### src/logic/tco_map.svh
// register offsets, reset values and field widths of the channel output control block
`ifndef TCO_MAP_SVH
`define TCO_MAP_SVH

`define TCO_NUM_CH          8
`define TCO_ADDR_W          5

`define TCO_OFS_LEVELS      5'h00
`define TCO_OFS_ENABLES     5'h04
`define TCO_OFS_MODE        5'h08
`define TCO_OFS_POLARITY    5'h0C
`define TCO_OFS_START_SEL   5'h10
`define TCO_OFS_MASTER_EN   5'h14
`define TCO_OFS_IRQ_STAT    5'h18
`define TCO_OFS_IRQ_MASK    5'h1C

`define TCO_RST_LEVELS      8'h00
`define TCO_RST_ENABLES     8'h00
`define TCO_RST_MODE        8'h00
`define TCO_RST_POLARITY    8'h00
`define TCO_RST_START_SEL   8'h00
`define TCO_RST_MASTER_EN   8'h01
`define TCO_RST_IRQ_MASK    8'h00

// channels that may be masters: 0, 2, 4, 6
`define TCO_MASTER_CAPABLE  8'h55

`endif

### src/logic/tco_pkg.sv
// types shared by the channel output control block
package tco_pkg;

    typedef struct packed {
        logic        read;
        logic        write;
        logic [4:0]  address;
        logic [31:0] writedata;
        logic [3:0]  byteenable;
    } tco_avs_req_t;

    typedef struct packed {
        logic [31:0] readdata;
        logic        waitrequest;
    } tco_avs_rsp_t;

    typedef struct packed {
        logic [7:0] cnt_irq;
        logic [7:0] cnt_start;
        logic [7:0] count_tick;
        logic [7:0] start_capable;
    } tco_timer_ev_t;

    typedef struct packed {
        logic [7:0]  levels;
        logic [7:0]  enables;
        logic [7:0]  mode;
        logic [7:0]  polarity;
        logic [7:0]  start_sel;
        logic [7:0]  master_en;
        logic [7:0]  set_pend;
        logic [7:0]  irq_stat;
        logic [7:0]  irq_mask;
        logic [7:0]  chan_irq;
        logic        ack;
        logic [31:0] rdata;
    } tco_state_t;

endpackage : tco_pkg

### src/logic/tco_output_ctrl.sv
// channel output latches of an eight-channel timer unit, with avalon-mm register access
//
// Chosen here: the Avalon-MM register port and the register offsets.
`timescale 1ns/100ps
`include "tco_map.svh"

module tco_output_ctrl (
    input  wire logic                  ref_clk,
    input  wire logic                  arst_n,
    input  wire tco_pkg::tco_avs_req_t avs_req,
    output      tco_pkg::tco_avs_rsp_t avs_rsp,
    input  wire tco_pkg::tco_timer_ev_t timer_ev,
    output      logic [7:0]            channel_output_bit,
    output      logic [7:0]            master_count_irq,
    output      logic                  irq
);
    import tco_pkg::*;

    localparam int NCH = `TCO_NUM_CH;

    tco_state_t s_r;
    tco_state_t s_nxt;

    logic [7:0] chan_evt;
    logic [7:0] master_eff;
    logic       req;
    logic       wr_go;
    logic       be0;

    assign req   = avs_req.read | avs_req.write;
    assign wr_go = avs_req.write & s_r.ack;
    assign be0   = avs_req.byteenable[0];

    // counter outputs are same-clock logic, so no synchroniser is needed here
    always_comb begin
        for (int n = 0; n < NCH; n++) begin
            chan_evt[n] = timer_ev.cnt_irq[n]
                        | (timer_ev.cnt_start[n] & s_r.start_sel[n]
                           & timer_ev.start_capable[n]);
        end
        master_eff = s_r.master_en & `TCO_MASTER_CAPABLE;
        master_eff[0] = 1'b1;
    end

    always_comb begin
        logic [2:0] mi;
        logic       has_m;
        logic       apply_set;
        logic [7:0] wdat;
        mi        = 3'h0;
        has_m     = 1'b0;
        apply_set = 1'b0;
        wdat      = avs_req.writedata[7:0];
        s_nxt     = s_r;

        // one wait state: first cycle latches read data, second releases the master
        s_nxt.ack = req & ~s_r.ack;
        if (req && !s_r.ack) begin
            unique case (avs_req.address)
                `TCO_OFS_LEVELS:    s_nxt.rdata = {24'h000000, s_r.levels};
                `TCO_OFS_ENABLES:   s_nxt.rdata = {24'h000000, s_r.enables};
                `TCO_OFS_MODE:      s_nxt.rdata = {24'h000000, s_r.mode};
                `TCO_OFS_POLARITY:  s_nxt.rdata = {24'h000000, s_r.polarity};
                `TCO_OFS_START_SEL: s_nxt.rdata = {24'h000000, s_r.start_sel};
                `TCO_OFS_MASTER_EN: s_nxt.rdata = {24'h000000, master_eff};
                `TCO_OFS_IRQ_STAT:  s_nxt.rdata = {24'h000000, s_r.irq_stat};
                `TCO_OFS_IRQ_MASK:  s_nxt.rdata = {24'h000000, s_r.irq_mask};
                default:            s_nxt.rdata = 32'h00000000;
            endcase
        end

        // configuration writes; none of them touch the counters
        if (wr_go && be0) begin
            unique case (avs_req.address)
                `TCO_OFS_ENABLES:   s_nxt.enables   = wdat;
                `TCO_OFS_MODE:      s_nxt.mode      = wdat;
                `TCO_OFS_POLARITY:  s_nxt.polarity  = wdat;
                `TCO_OFS_START_SEL: s_nxt.start_sel = wdat;
                `TCO_OFS_MASTER_EN: s_nxt.master_en = wdat & `TCO_MASTER_CAPABLE;
                `TCO_OFS_IRQ_MASK:  s_nxt.irq_mask  = wdat;
                default:            ;
            endcase
        end

        for (int p = 0; p < NCH; p++) begin
            // nearest master below p; a master itself has no set source
            has_m = 1'b0;
            mi    = 3'h0;
            for (int m = 0; m < p; m++) begin
                if (master_eff[m]) begin
                    has_m = 1'b1;
                    mi    = 3'(m);
                end
            end
            if (master_eff[p]) begin
                has_m = 1'b0;
            end

            apply_set = s_r.set_pend[p] & timer_ev.count_tick[p];

            if (!s_r.enables[p]) begin
                // interrupts are kept off the latch, software owns the bit
                s_nxt.set_pend[p] = 1'b0;
                if (wr_go && be0 && avs_req.address == `TCO_OFS_LEVELS) begin
                    s_nxt.levels[p] = wdat[p];
                end
            end else if (!s_r.mode[p]) begin
                s_nxt.set_pend[p] = 1'b0;
                if (chan_evt[p]) begin
                    s_nxt.levels[p] = ~s_r.levels[p];
                end
            end else begin
                // set from master is held until the follower's next count clock
                s_nxt.set_pend[p] = (s_r.set_pend[p] & ~timer_ev.count_tick[p])
                                  | (has_m & chan_evt[mi]);
                if (chan_evt[p]) begin
                    s_nxt.levels[p] = s_r.polarity[p];
                end else if (apply_set) begin
                    s_nxt.levels[p] = ~s_r.polarity[p];
                end
            end
        end

        // sticky status: a new event in the clearing cycle keeps its bit
        s_nxt.irq_stat = s_r.irq_stat;
        if (wr_go && be0 && avs_req.address == `TCO_OFS_IRQ_STAT) begin
            s_nxt.irq_stat = s_r.irq_stat & ~wdat;
        end
        s_nxt.irq_stat = s_nxt.irq_stat | chan_evt;
        s_nxt.chan_irq = chan_evt;
    end

    always_ff @(posedge ref_clk or negedge arst_n) begin
        if (!arst_n) begin
            s_r           <= '0;
            s_r.levels    <= `TCO_RST_LEVELS;
            s_r.enables   <= `TCO_RST_ENABLES;
            s_r.mode      <= `TCO_RST_MODE;
            s_r.polarity  <= `TCO_RST_POLARITY;
            s_r.start_sel <= `TCO_RST_START_SEL;
            s_r.master_en <= `TCO_RST_MASTER_EN;
            s_r.irq_mask  <= `TCO_RST_IRQ_MASK;
        end else begin
            s_r <= s_nxt;
        end
    end

    assign avs_rsp.waitrequest = req & ~s_r.ack;
    assign avs_rsp.readdata    = s_r.rdata;
    assign channel_output_bit  = s_r.levels;
    assign master_count_irq    = s_r.chan_irq;
    assign irq                 = |(s_r.irq_stat & s_r.irq_mask);

endmodule : tco_output_ctrl

### config.mk
export PLATFORM = sky130hd
export DESIGN_NAME = tco_output_ctrl
export DESIGN_NICKNAME = d
export VERILOG_FILES = /design/src/logic/tco_pkg.sv /design/src/logic/tco_output_ctrl.sv
export VERILOG_INCLUDE_DIRS = /design/src /design/src/logic
export SDC_FILE = /design/constraint.sdc
export NUM_CORES = 1
export LEC_CHECK = 0
export ABC_CLOCK_PERIOD_IN_PS = 1800
export BUFFER_PORTS_ARGS = -buffer_cell sky130_fd_sc_hd__buf_2
export CORE_ASPECT_RATIO = 1.25
export CORE_UTILIZATION = 48
export CTS_CLUSTER_SIZE = 20
export DETAILED_ROUTE_END_ITERATION = 16
export GPL_ROUTABILITY_DRIVEN = 0
export PLACE_DENSITY_LB_ADDON = 0.2
export SYNTH_ARGS = -nofsm -noshare
export SYNTH_HDL_FRONTEND = slang
export SYNTH_SLANG_ARGS = --single-unit
### constraint.sdc
create_clock -name ref_clk -period 1.8 [get_ports ref_clk]
set_input_delay 0.36 -clock ref_clk [delete_from_list [all_inputs] [get_ports ref_clk]]
set_output_delay 0.36 -clock ref_clk [all_outputs]
set_load 0.01 [all_outputs]
# Word level (Yosys, flattened, before mapping)
# Cells that the tools add are included.
# word_totals
word_cells	234
out_inout_bits	50
inputBits	77
reg_bits	109
# classes
mux	78
bitwise	82
reduce_logical	29
n_lt_le_gt_ge	3
eq_ne	23
# op_table
operator	count
$mux W1	70
$pmux W8 S8	1
$and A1 B1 Y1	37
$not A1 Y1	25
$ne A3 B1 Y1 const B	8
$ne A3 B2 Y1 const B	8
$reduce_and A3 Y1	8
$eq A5 B5 Y1 const B	4
$and A8 B8 Y8	2
$or A1 B1 Y1	16
$reduce_bool A2 Y1	8
$lt A3 B4 Y1 const B	3
$reduce_and A2 Y1	6
$eq A5 B4 Y1 const B	2
$bmux W1 S3	3
$mux W8	1
$not A8 Y8	1
$or A8 B8 Y8	1
$reduce_or A8 Y1	1
$mux W3	2
$eq A5 B3 Y1 const B	1
$logic_not A5 Y1	1
$logic_and A1 B1 Y1	4
$mux W2	1
$logic_not A1 Y1	1

# Logic depth before layout (Yosys ltp)
# depth
depth_word	9
depth_mapped	7
ltp_nobuf	5

# Least setup slack after synthesis
# No wires, ideal clock.
# synth_timing
kind	input to register
start	input port avs_req[38] (netlist name)
end	register s_r (netlist bit channel_output_bit[0])
n_path_buf	2
required_time_ns	1.677
path_stages	6
slack_ns	-0.253
setup_time_ns	0.123
arrival_time_ns	1.930
cell_sequence	clkbuf_2 -> or4_1 -> or3_1 -> buf_6 -> mux2_4 -> o221a_1
# synth_via
elab_chain_len	4
# synth_rtl
element	line_no	source
start, declared	tco_output_ctrl.sv:10	input wire tco_pkg::tco_avs_req_t avs_req,
$logic_not A5 Y1 (no source line)	-	
$logic_and A1 B1 Y1 (no source line)	-	
$reduce_bool A2 Y1 (no source line)	-	
$reduce_and A3 Y1 (no source line)	-	
end signal, assigned	tco_output_ctrl.sv:144	s_r <= s_nxt;
end, declared	tco_output_ctrl.sv:21	tco_state_t s_r;
# No other way between the ends.
# A chain may end at the register's enable or synchronous reset.

# Worst setup path after layout
# layout_timing
start	register s_r[32] (netlist name)
end	register s_r[98] (netlist name)
# layout_via
elab_chain_len	3
# layout_rtl
element	line_no	source
$and A1 B1 Y1	tco_output_ctrl.sv:31	assign wr_go = avs_req.write & s_r.ack;
$logic_and A1 B1 Y1	tco_output_ctrl.sv:73	if (wr_go && be0) begin
$reduce_and A2 Y1 (no source line)	-	
# No other way between the ends.

==> flow_metrics.py <==
metrics = {
    "run_status": {
        "status": "complete, but fails checks",
        "violations": "setup timing",
    },
    "critical_path": {
        "cp_slowest_cell": "or4_4",
        "critical_path.max_stage_delay_ns": 0.48,
        "ff2ff_path_depth": 5,
        "worstSetupPathType": "reg2reg",
        "cp.arrival_ns": 2.07,
        "crit_path_start": "s_r[32]",
        "worstPathRequired_ns": 2.02,
        "crit_end": "s_r[98]",
        "r2r_end": "s_r[98]",
        "r2r_setup_slack_ns": -0.05,
        "path_cells": "nand3_2 > or4_4 > nor3b_4 > buf_4 > mux2_4",
        "cp_max_fo": 3,
        "timing.rr.start": "s_r[32]",
        "cp-start-kind": "register",
        "end_kind": "register",
    },
    "cells_and_area": {
        "nets": 593,
        "area_delta_synth_final_pct": 21.9,
        "layout-drive-gt1-share": 0.372,
        "fin_area_sq_um": 5670,
        "num_antenna_cells": 0,
    },
    "floorplanning": {
        "die_h_microns": 112,
        "core_sq_um": 9270,
        "die-area_sq_um": 10100,
        "fp-row-count": 39,
        "start_util": 0.501,
        "die_w_microns": 90.0,
        "io_pins": 127,
    },
    "logic_synthesis": {
        "ys_seq_area_frac": 0.452,
        "synth_warnings": 0,
        "synth_area_leaders": "dfrtp_1, mux2_2, buf_4, mux2_1, a31oi_1",
        "synth-edff-count": 0,
        "synthDistinctLibCells": 57,
        "syn_inst": 423,
        "async_flop_share": 1.00,
        "synth_top_area_share": 0.452,
        "ys.flop_type": "dfrtp_1",
        "syn_area_sq_um": 4650,
        "synth_seq_cells": 84,
        "yosys.area.top_type": "dfrtp_1",
        "syn_area_per_cell_sq_um": 11.0,
    },
    "clocking": {
        "clk_latency_ns": 0.34,
        "cts_tree": "yes",
        "cts_setup_buffers": 0,
        "cts.sinks": 84,
        "clk_path_buf_depth": 2,
        "htree_levels": 3,
        "clockRootBuffer": "clkbuf_16",
        "cts_buffers": 9,
        "clkTransAtPathRegs_ns": 0.06,
    },
    "power": {
        "total_power_mw": 5.59,
        "leakagePower_nw": 2.67,
        "ir_drop_mv": 0.451,
        "p_per_area_nw_per_um2": 986,
    },
    "drt": {
        "via_per_inst": 5.71,
        "via_count": 3675,
        "drcViolationCount": 0,
        "wl_per_cell_microns": 18.4,
        "wirelength_mm": 11.8,
        "dr.pass1.iters": 5,
        "drtAntennaViolNets": 0,
        "dr.first_iter.drc_count": 238,
    },
    "timing": {
        "setup_tns_ns": -0.331,
        "maxSlewViolCount": 0,
        "holdWs_ns": 0.202,
        "rsz0062_at_grt": "true",
        "setup_ws_ns": -0.0462,
        "hold_viol": 0,
        "max_freq_mhz": 542,
        "finalCriticalPeriod_ns": 1.85,
        "period_share": 1.03,
        "finalSetupViolCount": 11,
        "finalClockSkew_ns": 0.00491,
    },
    "global_route": {
        "grt_use_total": 0.248,
        "grt_antenna_before_repair": 0,
        "overflow": 0,
        "grt_max_degree": 34,
        "grt_pass1_wl_mm": 19.3,
        "grt_pass1_vias": 3672,
    },
    "place": {
        "buffer_ports.inserted": 75,
        "dp_hpwl_mm": 8.50,
        "pre_cts_ws_ns": -0.354,
        "placed_area_sq_um": 5290,
    },
    "flow_run": {
        "cap_violations": 0,
    },
    "hold_path": {
        "hp-class": "in2reg",
        "hold_start": "timer_ev[8]",
    },
}
## sequential cells by signal, indices dropped and copies added, names as in the netlist
register / flops
avs_rsp: 8
channel_output_bit: 8
master_count_irq: 8
master_eff: 3
s_r: 57
## report_power, final
group	leakage [nW]	internal (mW)	total, mW	switching (mW)
Clock	0.173	1.43	2.16	0.731
Sequential	1.07	2.08	2.33	0.253
Combinational	1.43	0.580	1.09	0.511
Total	2.67	4.09	5.59	1.50
## kinds of logic (layout without fill, tap and decap cells)
kind of cell	count (synthesis)	after routing	share of synthesized area
compound gates	106	106	0.165
xor+xnor	8	8	0.0151
buf+inv	78	153	0.107
flops	84	84	0.452
mux	68	68	0.163
other cells	1	24	0.000807
simple gates	78	78	0.0969
## stage by stage
step,instances,utilization
finish,644,0.611
global route,644,0.611
global placement,627,0.570
CTS,644,0.611
detailed placement,627,0.570
floorplan,446,-
## worst min path at each step
| stage | endpoint | slack, ns | cells past startpoint |
|---|---|---|---|
| 4_1_cts | s_r[57] | 0.19 | 2 |
| 2_1_floorplan | avs_rsp[1] | 0.06 | 0 |
| 6_report | s_r[57] | 0.20 | 2 |
| 5_1_grt | s_r[57] | 0.20 | 2 |
| 3_5_place_dp | master_count_irq[5] | 0.33 | 1 |
| 3_3_place_gp | master_count_irq[5] | 0.33 | 1 |
## placed cells by master, fill, tap and decap left out, drive strengths merged, types with 3 or more instances in the layout
cell | Yosys | routed
nand4 | 3 | 3
nand2 | 15 | 15
inv | 16 | 16
nand2b | 4 | 4
a21oi | 11 | 11
a22o | 5 | 5
conb | 1 | 24
nand4b | 6 | 6
nand3 | 9 | 9
mux2i | 8 | 8
o211ai | 7 | 7
xnor2 | 8 | 8
o22ai | 5 | 5
buf | 54 | 120
nand3b | 7 | 7
nor2 | 13 | 13
a22oi | 8 | 8
clkbuf | 8 | 12
a221oi | 4 | 4
mux2 | 60 | 60
o22a | 5 | 5
a31oi | 17 | 17
bufinv | 0 | 3
nor2b | 6 | 6
a21boi | 14 | 14
and3 | 4 | 4
nor3b | 3 | 3
o21ai | 8 | 8
dfrtp | 84 | 84
## Yosys cell counts, types with 3 or more instances
master	instances
dfrtp_1	84
buf_4	49
mux2_2	46
a31oi_1	17
inv_1	16
nand2_1	15
a21boi_0	14
mux2_1	13
nor2_1	13
a21oi_1	11
nand3_1	9
a22oi_1	8
mux2i_1	8
o21ai_0	8
xnor2_1	8
clkbuf_1	7
nand3b_1	7
o211ai_1	7
nand4b_1	6
nor2b_1	6
a22o_1	5
o22a_1	5
o22ai_1	5
a221oi_1	4
and3_1	4
nand2b_1	4
nand4_1	3
## layout make-up
cell class                      instances  area, sq um
Clock buffer                           12          256
Clock inverter                          4         95.1
Fill cell                             773         3610
Inverter                               16         60.1
Multi-Input combinational cell        284         2210
Sequential cell                        84         2100
Tap cell                              123          154
Timing Repair Buffer                  121          787
## worst max-delay path: cells and delay by family, from the launching register on
family                 cells  cell delay (ns)
buffers and inverters      1             0.19
DFF                        1             0.37
muxes                      1             0.29
and+or+nand+nor            3             0.88
## metal layers
| layer | GRT usage | share of wire |
|---|---|---|
| met5 | 0 | 0 |
| met2 | 0.409 | 0.50 |
| met4 | 0.140 | 0.041 |
| met1 | 0.312 | 0.42 |
| met3 | 0.0383 | 0.037 |
## repair_timing
item                                    4_1_cts  5_1_grt
hold endpoints to repair                     29        0
hold buffers                                  1        0
endpoints found under the setup margin       17       18
pin swaps                                     1        0
resized for setup                             4        0
Power figures use the tool's default switching activity.
